File: config.mk
export PLATFORM = sky130hd
export DESIGN_NAME = flash_prot
export DESIGN_NICKNAME = d
export VERILOG_FILES = /design/src/rtl/flash_prot_pkg.sv /design/src/rtl/access_policy.sv /design/src/rtl/flash_prot.sv
export SDC_FILE = /design/constraint.sdc
export NUM_CORES = 1
export LEC_CHECK = 0
export ABC_AREA = 1
export BUFFER_PORTS_ARGS = -buffer_cell sky130_fd_sc_hd__buf_4
export CAP_MARGIN = 40
export CORE_AREA = 2 2 154 216
export CTS_CLUSTER_DIAMETER = 150
export DETAILED_ROUTE_END_ITERATION = 8
export DIE_AREA = 0 0 156 218
export GPL_TIMING_DRIVEN = 1
export PLACE_DENSITY = 0.79
export SYNTH_ARGS = -nofsm -noshare
export SYNTH_HDL_FRONTEND = slang
export SYNTH_SLANG_ARGS = --single-unit
File: constraint.sdc
create_clock -name pclk -period 1.8 [get_ports pclk]
set_clock_uncertainty 0.15 [all_clocks]
set_input_delay 0 -clock pclk [delete_from_list [all_inputs] [get_ports pclk]]
set_output_delay 0 -clock pclk [all_outputs]
set_load 0.05 [all_outputs]
File: src/rtl/flash_prot_pkg.sv
// Shared constants for the flash protection policy block.
// Assumes an APB slave wrapper on pclk and a nonvolatile option store outside.
package flash_prot_pkg;
    // Readout protection levels, 0.5 is LVL_HALF
    typedef enum logic [1:0] {LVL_0 = 2'b00, LVL_HALF = 2'b01, LVL_1 = 2'b10, LVL_2 = 2'b11} rdp_level_t;
    // Source of an access
    typedef enum logic [1:0] {SRC_USER = 2'b00, SRC_DEBUG = 2'b01, SRC_RAMBOOT = 2'b10, SRC_LOADER = 2'b11} src_t;
    // Target area of an access
    typedef enum logic [2:0] {AREA_MAIN = 3'b000, AREA_SYSMEM = 3'b001, AREA_OPT = 3'b010,
        AREA_OTP = 3'b011, AREA_BKP = 3'b100, AREA_SECOND_SRAM_BANK = 3'b101} area_t;
    // Operation kind
    typedef enum logic [1:0] {OP_READ = 2'b00, OP_WRITE = 2'b01, OP_ERASE = 2'b10} op_t;
    // Option load sequencer
    typedef enum logic [1:0] {OB_SYNC = 2'b00, OB_IDLE = 2'b01, OB_PROG = 2'b10} ob_state_t;

    // Register byte offsets
    localparam logic [7:0] CTRL_OFF = 8'h00;
    localparam logic [7:0] OPT_STAGE_OFF = 8'h04;
    localparam logic [7:0] WRP_STAGE_OFF = 8'h08;
    localparam logic [7:0] KEY_STAGE_OFF = 8'h0c;
    localparam logic [7:0] PASSWORD_OFF = 8'h10;
    localparam logic [7:0] STATUS_OFF = 8'h14;
    localparam logic [7:0] OTP_USED_OFF = 8'h18;

    // Control fields
    localparam int CTRL_PREFETCH_BIT = 0;
    localparam int CTRL_OPT_START_BIT = 1;
    // Option word fields
    localparam int OPT_LVL_LSB = 0;
    localparam int OPT_SEC_BIT = 2;
    localparam int OPT_KEYCFG_BIT = 3;
    localparam int OPT_W = 4;
    // Write protect word: A start, A end, B start, B end, one page index each
    localparam int PAGE_W = 7;
    localparam int WRP_W = 4 * PAGE_W;
    localparam int WRP_A_START_LSB = 0;
    localparam int WRP_A_END_LSB = 7;
    localparam int WRP_B_START_LSB = 14;
    localparam int WRP_B_END_LSB = 21;
    // Status fields
    localparam int ST_LVL_LSB = 0;
    localparam int ST_SEC_BIT = 2;
    localparam int ST_KEYCFG_BIT = 3;
    localparam int ST_AUTH_BIT = 4;
    localparam int ST_BUSY_BIT = 5;
    localparam int ST_REFUSED_BIT = 6;
    localparam int ST_DBG_BIT = 7;
    localparam int ST_PREFETCH_BIT = 8;

    // Geometry
    localparam int PAGE_COUNT = 128;
    localparam int PAGE_KBYTES = 8;
    localparam int OTP_BYTES = 512;
    localparam int OTP_ROW_BYTES = 16;
    localparam int OTP_ROWS = OTP_BYTES / OTP_ROW_BYTES;
    localparam int ROW_W = 5;
    localparam int KEY_W = 32;
    // Cycles from option program or reset release to capture of synchronised options
    localparam logic [2:0] SYNC_WAIT = 3'h4;
endpackage : flash_prot_pkg

File: src/rtl/access_policy.sv
// Combinational access decision for one flash, OTP, backup or SRAM access.
// Assumes the caller registers the result and has mapped debug and boot state into the source.
`timescale 1ns/1ps
module access_policy #(
    parameter int PAGE_W = flash_prot_pkg::PAGE_W
) (
    input wire flash_prot_pkg::rdp_level_t level,
    input wire logic sec_en,
    input wire flash_prot_pkg::src_t src,
    input wire flash_prot_pkg::area_t area,
    input wire flash_prot_pkg::op_t op,
    input wire logic secure,
    input wire logic [PAGE_W-1:0] page,
    input wire logic [4*PAGE_W-1:0] write_protect_area,
    input wire logic otp_row_used,
    output logic grant
);
    // Page inside an inclusive window; an empty window (end below start) protects nothing
    function automatic logic in_window(input logic [PAGE_W-1:0] p, input logic [PAGE_W-1:0] s,
        input logic [PAGE_W-1:0] e);
        in_window = (s <= e) && (p >= s) && (p <= e);
    endfunction : in_window

    logic restricted; // Debug, RAM boot or bootloader
    logic prot_hit; // Page lies in a write protected area
    logic ns_debug; // Non-secure debug access

    assign restricted = (src != flash_prot_pkg::SRC_USER);
    assign ns_debug = sec_en && (src == flash_prot_pkg::SRC_DEBUG) && !secure;
    assign prot_hit = in_window(page, write_protect_area[flash_prot_pkg::WRP_A_START_LSB +: PAGE_W],
        write_protect_area[flash_prot_pkg::WRP_A_END_LSB +: PAGE_W])
        || in_window(page, write_protect_area[flash_prot_pkg::WRP_B_START_LSB +: PAGE_W],
        write_protect_area[flash_prot_pkg::WRP_B_END_LSB +: PAGE_W]);

    // Decision per area and level
    always_comb
    begin
        grant = 1'b0;
        case (area)
            flash_prot_pkg::AREA_MAIN:
            begin
                if ((op != flash_prot_pkg::OP_READ) && prot_hit)
                    grant = 1'b0;
                else if (level == flash_prot_pkg::LVL_0)
                    grant = 1'b1;
                else if (level == flash_prot_pkg::LVL_HALF)
                    grant = !(restricted && secure);
                else if (level == flash_prot_pkg::LVL_1)
                    grant = !restricted || ns_debug;
                else
                    grant = !restricted;
            end
            flash_prot_pkg::AREA_SYSMEM:
                grant = (op == flash_prot_pkg::OP_READ) && !(level == flash_prot_pkg::LVL_2 && restricted);
            flash_prot_pkg::AREA_OPT:
            begin
                if (op == flash_prot_pkg::OP_ERASE)
                    grant = 1'b0;
                else if (level == flash_prot_pkg::LVL_2)
                    grant = (op == flash_prot_pkg::OP_READ) && !restricted;
                else
                    grant = 1'b1;
            end
            flash_prot_pkg::AREA_OTP:
            begin
                if (op == flash_prot_pkg::OP_ERASE)
                    grant = 1'b0;
                else if (level == flash_prot_pkg::LVL_2 && restricted)
                    grant = 1'b0;
                else
                    grant = (op == flash_prot_pkg::OP_READ) || !otp_row_used;
            end
            flash_prot_pkg::AREA_BKP, flash_prot_pkg::AREA_SECOND_SRAM_BANK:
            begin
                if (op == flash_prot_pkg::OP_ERASE)
                    grant = 1'b0;
                else if (level == flash_prot_pkg::LVL_0)
                    grant = 1'b1;
                else if (level == flash_prot_pkg::LVL_HALF)
                    grant = !(restricted && secure);
                else if (level == flash_prot_pkg::LVL_1)
                    grant = !restricted || ns_debug;
                else
                    grant = !restricted;
            end
            default:
                grant = 1'b0; // Unknown area refused
        endcase
    end
endmodule : access_policy

File: src/rtl/flash_prot.sv
// Flash readout and write protection policy with APB control registers.
// Assumes option bytes live in an outside store that updates on nv_prog and is read via nv_* pins.
//
// Chosen here: register access over APB and the register addresses.
`timescale 1ns/1ps
// Notes on behaviour
// - Levels and write areas come from options
// - Level 0 lets every source read
// - Level 0.5 needs security; blocks secure debug
// - Level 0.5 allows non-secure access except protected writes
// - Level 1 refuses flash to debug/RAM/loader boots
// - Level 1 secure: non-secure debug, no RAM boot
// - Level 1 regression may need correct password
// - Level 2 disables debug, RAM boot, loader
// - Level 2 without key is permanent
// - Key plus debug password allows 2 to 1
// - Two write areas refuse program and erase
// - 128 pages of 8K, 512-byte OTP
// - Prefetch off until software enables it
// - User code access set at levels 1, 2
// - Level 1 restricted sources: limited areas only
// - Level 1 to 0 erases main flash
// - Level 1 downward clears backup registers
// - Each OTP row written only once
// - Options change only via option start bit
module flash_prot #(
    parameter int PAGE_W = flash_prot_pkg::PAGE_W,
    parameter int OTP_ROWS = flash_prot_pkg::OTP_ROWS
) (
    input wire logic pclk,
    input wire logic presetn,
    input wire logic psel,
    input wire logic penable,
    input wire logic pwrite,
    input wire logic [7:0] paddr,
    input wire logic [31:0] pwdata,
    output logic [31:0] prdata,
    output logic pready,
    output logic pslverr,
    input wire logic [1:0] nv_level,
    input wire logic nv_sec_en,
    input wire logic nv_key_cfg,
    input wire logic [4*PAGE_W-1:0] nv_wrp,
    input wire logic [flash_prot_pkg::KEY_W-1:0] nv_key,
    output logic nv_prog,
    output logic [flash_prot_pkg::OPT_W-1:0] nv_prog_opt,
    output logic [4*PAGE_W-1:0] nv_prog_wrp,
    output logic [flash_prot_pkg::KEY_W-1:0] nv_prog_key,
    input wire logic dbg_attached,
    input wire logic [1:0] boot_sel,
    input wire logic acc_valid,
    input wire logic [1:0] acc_src,
    input wire logic [2:0] acc_area,
    input wire logic [1:0] acc_op,
    input wire logic acc_secure,
    input wire logic [PAGE_W-1:0] acc_page,
    input wire logic [flash_prot_pkg::ROW_W-1:0] acc_row,
    output logic acc_done,
    output logic acc_grant,
    output logic dbg_enable,
    output logic dbg_secure_enable,
    output logic boot_ram_allow,
    output logic boot_loader_allow,
    output logic prefetch_en,
    output logic mass_erase,
    output logic backup_clear
);
    // Two-stage synchronisers for pins from the option store and the debug and boot pins
    localparam int SYNC_W = 2 + 1 + 1 + 4 * PAGE_W + flash_prot_pkg::KEY_W + 1 + 2;
    logic [SYNC_W-1:0] sync1_q; // First stage, read only by sync2_q
    logic [SYNC_W-1:0] sync2_q; // Second stage
    logic [1:0] s_level;
    logic s_sec_en;
    logic s_key_cfg;
    logic [4*PAGE_W-1:0] s_wrp;
    logic [flash_prot_pkg::KEY_W-1:0] s_key;
    logic s_dbg;
    logic [1:0] s_boot;

    // Synchroniser chain
    always_ff @(posedge pclk or negedge presetn)
    begin
        if (!presetn)
        begin
            sync1_q <= '0;
            sync2_q <= '0;
        end
        else
        begin
            sync1_q <= {nv_level, nv_sec_en, nv_key_cfg, nv_wrp, nv_key, dbg_attached, boot_sel};
            sync2_q <= sync1_q;
        end
    end
    assign {s_level, s_sec_en, s_key_cfg, s_wrp, s_key, s_dbg, s_boot} = sync2_q;

    // Loaded option state
    flash_prot_pkg::rdp_level_t level_q; // Active readout level
    logic sec_en_q; // Security extension enable
    logic key_cfg_q; // Regression key configured
    logic [4*PAGE_W-1:0] wrp_q; // Write protect bounds
    logic [flash_prot_pkg::KEY_W-1:0] key_q; // Regression password
    logic [1:0] boot_q; // Boot choice caught at load
    flash_prot_pkg::ob_state_t ob_state_q;
    logic [2:0] wait_q; // Cycles left before capture
    // Software registers
    logic prefetch_q;
    logic [flash_prot_pkg::OPT_W-1:0] opt_stage_q;
    logic [4*PAGE_W-1:0] wrp_stage_q;
    logic [flash_prot_pkg::KEY_W-1:0] key_stage_q;
    logic auth_q; // Password accepted
    logic refused_q; // Last option start was refused
    logic [OTP_ROWS-1:0] otp_used_q; // Rows already written
    // Bus handshake
    logic pready_q;
    logic [31:0] prdata_q;
    logic pslverr_q;
    logic bus_wr; // Write takes effect this edge
    logic bus_rd_phase; // Access phase before answer
    logic start_req; // Option start written
    logic start_ok; // Option start accepted
    flash_prot_pkg::rdp_level_t new_level;
    logic new_sec;
    logic mapped;

    assign bus_wr = psel && penable && pready_q && pwrite;
    assign bus_rd_phase = psel && penable && !pready_q;
    assign start_req = bus_wr && (paddr == flash_prot_pkg::CTRL_OFF)
        && pwdata[flash_prot_pkg::CTRL_OPT_START_BIT];
    assign new_level = flash_prot_pkg::rdp_level_t'(opt_stage_q[flash_prot_pkg::OPT_LVL_LSB +: 2]);
    assign new_sec = opt_stage_q[flash_prot_pkg::OPT_SEC_BIT];

    // Regression and level selection check for a requested option program
    always_comb
    begin
        start_ok = (ob_state_q == flash_prot_pkg::OB_IDLE);
        if (new_level == flash_prot_pkg::LVL_HALF && !new_sec)
            start_ok = 1'b0;
        if (level_q == flash_prot_pkg::LVL_2 && new_level != flash_prot_pkg::LVL_2)
        begin
            if (!key_cfg_q || !auth_q || new_level != flash_prot_pkg::LVL_1)
                start_ok = 1'b0;
        end
        if (level_q == flash_prot_pkg::LVL_1 && new_level < flash_prot_pkg::LVL_1)
        begin
            if (key_cfg_q && !auth_q)
                start_ok = 1'b0;
        end
    end

    // Option load sequencer: capture after reset and after each accepted program
    always_ff @(posedge pclk or negedge presetn)
    begin
        if (!presetn)
        begin
            ob_state_q <= flash_prot_pkg::OB_SYNC;
            wait_q <= flash_prot_pkg::SYNC_WAIT;
        end
        else
        begin
            case (ob_state_q)
                flash_prot_pkg::OB_SYNC:
                begin
                    if (wait_q == 3'h0)
                        ob_state_q <= flash_prot_pkg::OB_IDLE;
                    else
                        wait_q <= wait_q - 3'h1;
                end
                flash_prot_pkg::OB_IDLE:
                begin
                    if (start_req && start_ok)
                        ob_state_q <= flash_prot_pkg::OB_PROG;
                end
                flash_prot_pkg::OB_PROG:
                begin
                    ob_state_q <= flash_prot_pkg::OB_SYNC;
                    wait_q <= flash_prot_pkg::SYNC_WAIT;
                end
                default:
                    ob_state_q <= flash_prot_pkg::OB_SYNC;
            endcase
        end
    end

    // Active options, held between loads
    always_ff @(posedge pclk or negedge presetn)
    begin
        if (!presetn)
        begin
            level_q <= flash_prot_pkg::LVL_2; // Most restrictive until loaded
            sec_en_q <= 1'b0;
            key_cfg_q <= 1'b0;
            wrp_q <= '0;
            key_q <= '0;
            boot_q <= flash_prot_pkg::SRC_USER;
        end
        else if (ob_state_q == flash_prot_pkg::OB_SYNC && wait_q == 3'h0)
        begin
            level_q <= flash_prot_pkg::rdp_level_t'(s_level);
            sec_en_q <= s_sec_en;
            key_cfg_q <= s_key_cfg;
            wrp_q <= s_wrp;
            key_q <= s_key;
            boot_q <= s_boot;
        end
    end

    // Program strobe and data toward the option store
    always_ff @(posedge pclk or negedge presetn)
    begin
        if (!presetn)
        begin
            nv_prog <= 1'b0;
            nv_prog_opt <= '0;
            nv_prog_wrp <= '0;
            nv_prog_key <= '0;
        end
        else
        begin
            nv_prog <= start_req && start_ok;
            if (start_req && start_ok)
            begin
                nv_prog_opt <= opt_stage_q;
                nv_prog_wrp <= wrp_stage_q;
                nv_prog_key <= key_stage_q;
            end
        end
    end

    // Erase and clear pulses on accepted regression from level 1
    always_ff @(posedge pclk or negedge presetn)
    begin
        if (!presetn)
        begin
            mass_erase <= 1'b0;
            backup_clear <= 1'b0;
        end
        else
        begin
            mass_erase <= start_req && start_ok && level_q == flash_prot_pkg::LVL_1
                && new_level == flash_prot_pkg::LVL_0;
            backup_clear <= start_req && start_ok && level_q == flash_prot_pkg::LVL_1
                && new_level < flash_prot_pkg::LVL_1;
        end
    end

    // Software staging, prefetch and refusal flag
    always_ff @(posedge pclk or negedge presetn)
    begin
        if (!presetn)
        begin
            prefetch_q <= 1'b0;
            opt_stage_q <= '0;
            wrp_stage_q <= '0;
            key_stage_q <= '0;
            refused_q <= 1'b0;
        end
        else
        begin
            if (bus_wr && paddr == flash_prot_pkg::CTRL_OFF)
                prefetch_q <= pwdata[flash_prot_pkg::CTRL_PREFETCH_BIT];
            if (bus_wr && paddr == flash_prot_pkg::OPT_STAGE_OFF)
                opt_stage_q <= pwdata[flash_prot_pkg::OPT_W-1:0];
            if (bus_wr && paddr == flash_prot_pkg::WRP_STAGE_OFF)
                wrp_stage_q <= pwdata[4*PAGE_W-1:0];
            if (bus_wr && paddr == flash_prot_pkg::KEY_STAGE_OFF)
                key_stage_q <= pwdata;
            if (start_req)
                refused_q <= !start_ok;
        end
    end

    // Password check; level 2 needs an attached debugger, cleared by each option load
    always_ff @(posedge pclk or negedge presetn)
    begin
        if (!presetn)
            auth_q <= 1'b0;
        else if (bus_wr && paddr == flash_prot_pkg::PASSWORD_OFF)
            auth_q <= key_cfg_q && (pwdata == key_q)
                && (level_q != flash_prot_pkg::LVL_2 || s_dbg);
        else if (ob_state_q == flash_prot_pkg::OB_PROG)
            auth_q <= 1'b0;
    end

    // Debug and boot permissions from the active level
    always_ff @(posedge pclk or negedge presetn)
    begin
        if (!presetn)
        begin
            dbg_enable <= 1'b0;
            dbg_secure_enable <= 1'b0;
            boot_ram_allow <= 1'b0;
            boot_loader_allow <= 1'b0;
        end
        else
        begin
            dbg_enable <= (level_q != flash_prot_pkg::LVL_2);
            dbg_secure_enable <= (level_q == flash_prot_pkg::LVL_0);
            boot_ram_allow <= (level_q == flash_prot_pkg::LVL_0) || (level_q == flash_prot_pkg::LVL_HALF)
                || (level_q == flash_prot_pkg::LVL_1 && !sec_en_q);
            boot_loader_allow <= (level_q != flash_prot_pkg::LVL_2);
        end
    end

    // Effective source: an attached debugger or a non-user boot taints every access
    flash_prot_pkg::src_t eff_src;
    logic grant_c;
    always_comb
    begin
        if (s_dbg)
            eff_src = flash_prot_pkg::SRC_DEBUG;
        else if (boot_q != flash_prot_pkg::SRC_USER)
            eff_src = flash_prot_pkg::src_t'(boot_q);
        else
            eff_src = flash_prot_pkg::src_t'(acc_src);
    end

    access_policy #(
        .PAGE_W(PAGE_W)
    ) u_policy (
        .level(level_q),
        .sec_en(sec_en_q),
        .src(eff_src),
        .area(flash_prot_pkg::area_t'(acc_area)),
        .op(flash_prot_pkg::op_t'(acc_op)),
        .secure(acc_secure),
        .page(acc_page),
        .write_protect_area(wrp_q),
        .otp_row_used(otp_used_q[acc_row]),
        .grant(grant_c)
    );

    // Registered access answer, refused while options are loading
    always_ff @(posedge pclk or negedge presetn)
    begin
        if (!presetn)
        begin
            acc_done <= 1'b0;
            acc_grant <= 1'b0;
        end
        else
        begin
            acc_done <= acc_valid;
            acc_grant <= acc_valid && grant_c && (ob_state_q == flash_prot_pkg::OB_IDLE);
        end
    end

    // One write per OTP row
    always_ff @(posedge pclk or negedge presetn)
    begin
        if (!presetn)
            otp_used_q <= '0;
        else if (acc_valid && grant_c && ob_state_q == flash_prot_pkg::OB_IDLE
            && acc_area == flash_prot_pkg::AREA_OTP && acc_op == flash_prot_pkg::OP_WRITE)
            otp_used_q[acc_row] <= 1'b1;
    end

    // APB slave: one wait state, read data and error registered with pready
    always_comb
    begin
        mapped = 1'b1;
        if (paddr == flash_prot_pkg::CTRL_OFF || paddr == flash_prot_pkg::OPT_STAGE_OFF)
            mapped = 1'b1;
        else if (paddr == flash_prot_pkg::WRP_STAGE_OFF || paddr == flash_prot_pkg::KEY_STAGE_OFF)
            mapped = 1'b1;
        else if (paddr == flash_prot_pkg::PASSWORD_OFF || paddr == flash_prot_pkg::STATUS_OFF)
            mapped = 1'b1;
        else if (paddr == flash_prot_pkg::OTP_USED_OFF)
            mapped = 1'b1;
        else
            mapped = 1'b0;
    end

    always_ff @(posedge pclk or negedge presetn)
    begin
        if (!presetn)
        begin
            pready_q <= 1'b0;
            prdata_q <= '0;
            pslverr_q <= 1'b0;
        end
        else
        begin
            pready_q <= bus_rd_phase;
            pslverr_q <= bus_rd_phase && !mapped;
            prdata_q <= '0;
            if (bus_rd_phase && !pwrite)
            begin
                if (paddr == flash_prot_pkg::CTRL_OFF)
                    prdata_q[flash_prot_pkg::CTRL_PREFETCH_BIT] <= prefetch_q;
                else if (paddr == flash_prot_pkg::OPT_STAGE_OFF)
                    prdata_q[flash_prot_pkg::OPT_W-1:0] <= opt_stage_q;
                else if (paddr == flash_prot_pkg::WRP_STAGE_OFF)
                    prdata_q[4*PAGE_W-1:0] <= wrp_stage_q;
                else if (paddr == flash_prot_pkg::STATUS_OFF)
                begin
                    prdata_q[flash_prot_pkg::ST_LVL_LSB +: 2] <= level_q;
                    prdata_q[flash_prot_pkg::ST_SEC_BIT] <= sec_en_q;
                    prdata_q[flash_prot_pkg::ST_KEYCFG_BIT] <= key_cfg_q;
                    prdata_q[flash_prot_pkg::ST_AUTH_BIT] <= auth_q;
                    prdata_q[flash_prot_pkg::ST_BUSY_BIT] <= (ob_state_q != flash_prot_pkg::OB_IDLE);
                    prdata_q[flash_prot_pkg::ST_REFUSED_BIT] <= refused_q;
                    prdata_q[flash_prot_pkg::ST_DBG_BIT] <= dbg_enable;
                    prdata_q[flash_prot_pkg::ST_PREFETCH_BIT] <= prefetch_q;
                end
                else if (paddr == flash_prot_pkg::OTP_USED_OFF)
                    prdata_q[OTP_ROWS-1:0] <= otp_used_q;
            end
        end
    end

    assign pready = pready_q;
    assign prdata = prdata_q;
    assign pslverr = pslverr_q;
    assign prefetch_en = prefetch_q;
endmodule : flash_prot

Word level (Yosys, flattened, before mapping)
Index checks and enable logic that the tools add are counted.
W data, S select, Z words.
{ "word_totals": {"wordCells": 196, "out_inout_bits": 108, "in_bits": 133, "regBits": 410} }
{ "classes": {"add_sub_neg": 1, "muxes": 47, "bitwise": 1, "n_lt_le_gt_ge": 9, "reduce_logical": 79, "n_eq_ne": 28} }
{ "ops": {"columns": ["operator", "count"], "rows": [
  ["$mux W32", 7],
  ["$mux W28", 2],
  ["$logic_and A1 B1 Y1", 40],
  ["$eq A32 B32 Y1", 1],
  ["$or A32 B32 Y32", 1],
  ["$mux W31", 1],
  ["$le A7 B7 Y1", 4],
  ["$eq A8 B5 Y1 const B", 3],
  ["$mux W1", 23],
  ["$mux W23", 1],
  ["$eq A8 B4 Y1 const B", 2],
  ["$ge A7 B7 Y1", 2],
  ["$logic_not A1 Y1", 13],
  ["$ne A2 B2 Y1 const B", 6],
  ["$logic_or A1 B1 Y1", 11],
  ["$eq A2 B1 Y1 const B", 5],
  ["$reduce_bool A2 Y1", 5],
  ["$mux W9", 1],
  ["$eq A2 B2 Y1 const B", 4],
  ["$eq A8 B3 Y1 const B", 1],
  ["$logic_not A2 Y1", 4],
  ["$logic_not A8 Y1", 1],
  ["$mux W2", 4],
  ["$mux W4", 2],
  ["other kinds (17)", 21]
]} }

Depth between registers and ports, before layout
{ "logic_depth": {"ltp_word": 16, "depth_mapped": 18, "depth_no_buf": 16} }

Cells and area by module
Synthesis repeated with hierarchy kept, for this count alone.
{ "unflattened": {"hier_cells": 1608, "hier_area_um2": 16173.0} }
{ "by_module_without_submodules": {"columns": ["mod", "cells_per_inst", "area_each_um2", "n_inst", "seq_area_each_um2"], "rows": [
  ["flash_prot", 1403, 14939.3, 1, 10263.6],
  ["access_policy", 205, 1233.7, 1, 0.0]
]} }

Least setup slack after synthesis
OpenSTA, ideal clock, no wires.
{ "synth_timing": {"path_type": "reg2reg", "from": "register wrp_q[2]", "to": "register otp_used_q[10]", "synth_period_minus_slack_ns": 1.905, "required_time_ns": 1.531, "stages_incl_launch_ff": 15, "setup_time_ns": 0.119, "slack_ns": -0.105, "arrival_ns": 1.636, "path_buffers": 1, "path_cell_list": "dfrtp_1 > ha_1 > a21oi_1 > o21ai_0 > nand2_1 > nand2_1 > nand2_1 > nand3_1 > nand2_1 > nand2_1 > nand2_1 > nand3_2 > buf_6 > nand4_1 > nand2_1"} }
{ "synth_via": {"elab_chain_len": 11, "elab_cells_between_ends": 12, "cone_classes": "order compare (2); mux (2); reduce/logical (8)"} }
{ "synth_lines": {"columns": ["item", "line", "rtl"], "rows": [
  ["start: declaration", "flash_prot.sv:100", "logic [4*PAGE_W-1:0] wrp_q;"],
  ["start signal: assignment", "flash_prot.sv:201", "wrp_q <= s_wrp;"],
  ["$le A7 B7 Y1 / $ge A7 B7 Y1 (equally long branches)", "access_policy.sv:21", "in_window = (s <= e) && (p >= s) && (p <= e);"],
  ["$logic_and A1 B1 Y1 * (2 in series)", "access_policy.sv:21", null],
  ["$logic_or A1 B1 Y1 *", "access_policy.sv:32", "|| in_window(page, write_protect_area[flash_prot_pkg::WRP_B_START_LSB +: PAGE_W],"],
  ["$logic_and A1 B1 Y1 *", "access_policy.sv:42", "if ((op != flash_prot_pkg::OP_READ) && prot_hit)"],
  ["$mux W1 *", "access_policy.sv:42", null],
  ["$pmux W1 S5 *", "access_policy.sv:39", "case (area)"],
  ["$logic_and A1 B1 Y1 * (2 in series)", "flash_prot.sv:352", "else if (acc_valid && grant_c && ob_state_q == flash_prot_pkg::OB_IDLE"],
  ["$logic_and A1 B1 Y1 * (2 in series)", "flash_prot.sv:353", "&& acc_area == flash_prot_pkg::AREA_OTP && acc_op == flash_prot_pkg::OP_WRITE)"],
  ["end signal: assignment", "flash_prot.sv:351", "otp_used_q <= '0;"],
  ["end signal: indexed assignment", "flash_prot.sv:354", "otp_used_q[acc_row] <= 1'b1;"],
  ["end: declaration", "flash_prot.sv:112", "logic [OTP_ROWS-1:0] otp_used_q;"]
]} }
Every way passes the cells marked *; elsewhere a longest branch is shown, timed or not.
A chain may end at the register's enable or synchronous reset.

Final worst setup path
{ "layout_timing": {"from": "register wrp_q[10]", "to": "register otp_used_q[12]"} }
{ "layout_via": {"elab_chain_len": 11, "elab_cells_between_ends": 12, "cone_classes": "order compare (2); mux (2); reduce/logical (8)"} }
{ "layout_lines": {"columns": ["item", "line"], "rows": [
  ["$le A7 B7 Y1", "access_policy.sv:21"],
  ["$logic_and A1 B1 Y1", "access_policy.sv:21"],
  ["$logic_and A1 B1 Y1 *", "access_policy.sv:21"],
  ["$logic_or A1 B1 Y1 *", "access_policy.sv:32"],
  ["$logic_and A1 B1 Y1 *", "access_policy.sv:42"],
  ["$mux W1 *", "access_policy.sv:42"],
  ["$pmux W1 S5 *", "access_policy.sv:39"],
  ["$logic_and A1 B1 Y1 * (2 in series)", "flash_prot.sv:352"],
  ["$logic_and A1 B1 Y1 * (2 in series)", "flash_prot.sv:353"]
]} }
Marks and branches as above.

==> results.yml <==
drt:
  routed_wl_um: 55400
  ant_nets: 0
  viasPerCell: 5.52
  dr.first_iter.drc_count: 1073
  remaining_drc_errors: 0
  wire_per_inst_um: 21.4
  num_vias: 14251
  dr.pass1.iters: 6
timing:
  slew_headroom: 0.724
  max_freq_mhz: 452
  setup_violations: 144
  rsz0062_at_grt: "yes"
  finalHoldViolations: 5
  drv_slew: 0
  fin_crit_ps: 2210
  timing.hold.ws_ps: -122
  setup_ws_ps: -414
  worstMarginPinSlew_ps: 404
  fin_crit_sh: 1.23
worst_setup_path:
  cp_cell_sequence: "inv_1 > ha_1 > nand2_1 > nor2_2 > nand4_1 > nand2_1 > nand3_2 > nand2_2 > nand2_1 > nand2_1 > nand3_2 > buf_12 > nand4_1 > nand2_1"
  worstSetupEndpointType: "flip-flop"
  regToRegStartpoint: "wrp_q[10]$_DFFE_PN0P_"
  reg2reg_to: "otp_used_q[12]$_DFFE_PN0P_"
  crit_type: "flip-flop to flip-flop"
  critPathMostFrequentCell: "nand2_1"
  crit_fanout: 33
  critPathMaxStageDelay_ps: 370
  startpoint_type: "flip-flop"
  rrSetupSlack_ps: -410
  cp_slowest_cell: "dfrtp_1"
  critPathRequiredTime_ps: 2070
  critPathArrivalTime_ps: 2490
  r2r_cells: 14
global_route:
  overflow: 0
  grt_antenna_before_repair: 0
  grt_pass1_wl_um: 81500
  grt_util_all_layers: 0.312
  grt_pass1_vias: 15197
  grt_max_degree: 82
power_and_ir_drop:
  switchingPower_uw: 5120
  ir_drop_mv: 0.895
  p_sw_frac: 0.246
  p_comb_frac: 0.128
  finalPower_uw: 20800
  seq_power_share: 0.469
  power_density_nw_per_um2: 857
  leakagePower_uw: 0.0120
  clkPwrFrac: 0.403
  internal_power_uw: 15700
yosys:
  ys_types: 42
  yosysSeqAreaShare: 0.636
  synth_top_cells_by_area: "dfrtp_1 (63%), nand2_1 (9.5%), inv_1 (3.8%)"
  ys_seq_elements: 410
  postSynthCellCount: 1581
  syn-cell-area_um2: 16100
  syn_nets: 1758
  synthFlopType: "dfrtp_1"
  synth_edf_count: 0
  synth_area_leader_cell: "dfrtp_1"
  yosysWarnings: 0
  synth.avg_cell_area_um2: 10.2
  async_flop_share: 1.00
  synth_top_area_share: 0.631
die:
  fp-row-count: 78
  ios: 241
  chipHeight_um: 218
  die_area_um2: 34000
  core_area_um2: 32100
  dieWidth_um: 156
  initial_core_util: 0.502
cells_and_area:
  drive_gt1_frac: 0.324
  area_growth_pct: 50.7
  final_area_um2: 24300
  final_cells: 2584
  nets: 2337
  fillers: 1799
  register_area_um2: 10300
  multi_input_area_um2: 5890
  antenna_cells: 0
  fin_util: 0.757
clock_tree:
  path_clk_slew_ps: 60
  clockBufferDepth: 3
  cts_tree: "yes"
  numCtsBuffers: 38
  cts_root_buf: "clkbuf_16"
  clk_latency_ps: 540
  clock_sinks: 410
  htreeDepth: 2
job:
  maxCapViolations: 0
outcome:
  status: "finished, violations left"
  violations: "negative hold slack, negative setup slack"
min_path:
  min_to: "prefetch_en$_DFFE_PN0P_"
  hp-class: "primary input to flip-flop"
  min_path_cells: 6
  hold_start: "paddr[3]"
placement:
  portBuffers: 240
  dp.cells: 2293
  hpwl_um: 29500
  gp_congestion: 0.932
  placed_cell_area_um2: 19500
layout make-up:
type                       instances  share of cell area
timing repair buffer             597               0.235
clock buffer                      56              0.0474
multi-input combinational        946               0.242
tap                              400              0.0206
clock inverter                     8             0.00494
sequential                       410               0.422
inverter                         167              0.0269
sequential cells by signal (all words and copies together) (netlist names), 2 cells and up:
register / cells
boot_q: 2
key_q: 32
key_stage_q: 32
level_q: 2
nv_prog_key: 32
nv_prog_opt: 4
nv_prog_wrp: 28
ob_state_q: 2
opt_stage_q: 4
otp_used_q: 32
prdata: 32
sync1_q: 67
sync2_q: 67
wait_q: 3
wrp_q: 28
wrp_stage_q: 28
critical path: cells and delay by family, from the launching register on:
kind | cells | cell delay [ps]
and+or+nand+nor | 11 | 970
DFF | 1 | 370
adders and majority gates | 1 | 310
buffers and inverters | 2 | 280
metal layers:
| layer | routed length, um | global-route usage |
|---|---|---|
| met3 | 3290 | 0.0382 |
| met1 | 19400 | 0.361 |
| met4 | 3200 | 0.149 |
| met2 | 29500 | 0.572 |
| met5 | 0 | 0 |
worst max-delay path by stage:
stage	startpoint	end	slack (ps)	cells past startpoint
2_1_floorplan	wrp_q[2]$_DFFE_PN0P_	otp_used_q[10]$_DFFE_PN0P_	-60	14
3_3_place_gp	wrp_q[23]$_DFFE_PN0P_	otp_used_q[16]$_DFFE_PN0P_	-290	15
3_5_place_dp	wrp_q[9]$_DFFE_PN0P_	otp_used_q[14]$_DFFE_PN0P_	-340	15
4_1_cts	wrp_q[23]$_DFFE_PN0P_	otp_used_q[16]$_DFFE_PN0P_	-290	15
5_1_grt	wrp_q[4]$_DFFE_PN0P_	otp_used_q[12]$_DFFE_PN0P_	-490	14
6_report	wrp_q[10]$_DFFE_PN0P_	otp_used_q[12]$_DFFE_PN0P_	-410	14
what timing repair did:
action                                 4_1_cts  5_1_grt
endpoints found under the hold margin      611       12
gates resized for setup                    149      123
setup endpoints to repair                  109      173
pin swaps                                   36       13
setup buffers                               10        6
gates cloned                                12        9
hold buffers                               190        4
cell usage in the layout, fill, tap and decap left out, types with 15 or more instances in the layout:
cell type / n
dlygate4sd3_1: 190
nand4_1: 42
dfrtp_1: 406
inv_1: 148
nor2_1: 93
nor3_1: 20
o21ai_1: 16
inv_2: 16
clkbuf_16: 46
buf_12: 27
nand2_4: 30
o21ai_2: 22
nand2_1: 312
ha_1: 28
nand2_2: 68
a21oi_1: 69
o21ai_0: 79
ha_4: 16
buf_4: 348
a211oi_1: 15
mux2_2: 35
power groups by stage:
stage	sequential, uW	combinational [uW]	clock (uW)
after CTS	9730	2480	8330
after detailed placement	9900	2080	0
after floorplan	9890	1020	0
final	9760	2670	8400
after global placement	9880	2050	0
after global routing	9780	2920	8810
cell usage after synthesis, types with 3 or more instances:
cell type	instances
o21a_1	6
buf_6	11
inv_2	3
a21oi_1	79
nand3_1	13
dfrtp_1	407
ha_1	44
nand2_1	409
xor2_1	11
a211o_1	3
o211ai_1	3
a221oi_1	6
o21ai_1	22
dfstp_2	3
buf_2	13
o21ai_0	97
mux2_2	35
xnor2_1	4
inv_1	162
nor2_1	106
nor3_1	22
a211oi_1	22
nand4_1	42
clkbuf_1	32
cells by family (layout without fill, tap and decap cells):
kind of cell	Yosys count	count (layout)	synth area share
buffers and inverters	226	828	0.0590
xor gates and xnor gates	15	15	0.00815
adders and majority gates	44	44	0.0341
and+or+nand+nor	603	604	0.152
AOI/OAI and AO/OA	248	248	0.0858
DFF	410	410	0.636
muxes	35	35	0.0244
stage by stage:
step                      setup WS, ps  setup TNS (ps)  hold WS, ps
final                             -414          -22680         -122
after global routing              -493          -34750        -90.1
after CTS                         -286          -13180        0.524
after detailed placement          -343          -19570         -209
after global placement            -288          -13310         -212
after floorplan                  -64.7           -1910         -446
Note: power is estimated with default switching activity, not from simulation.
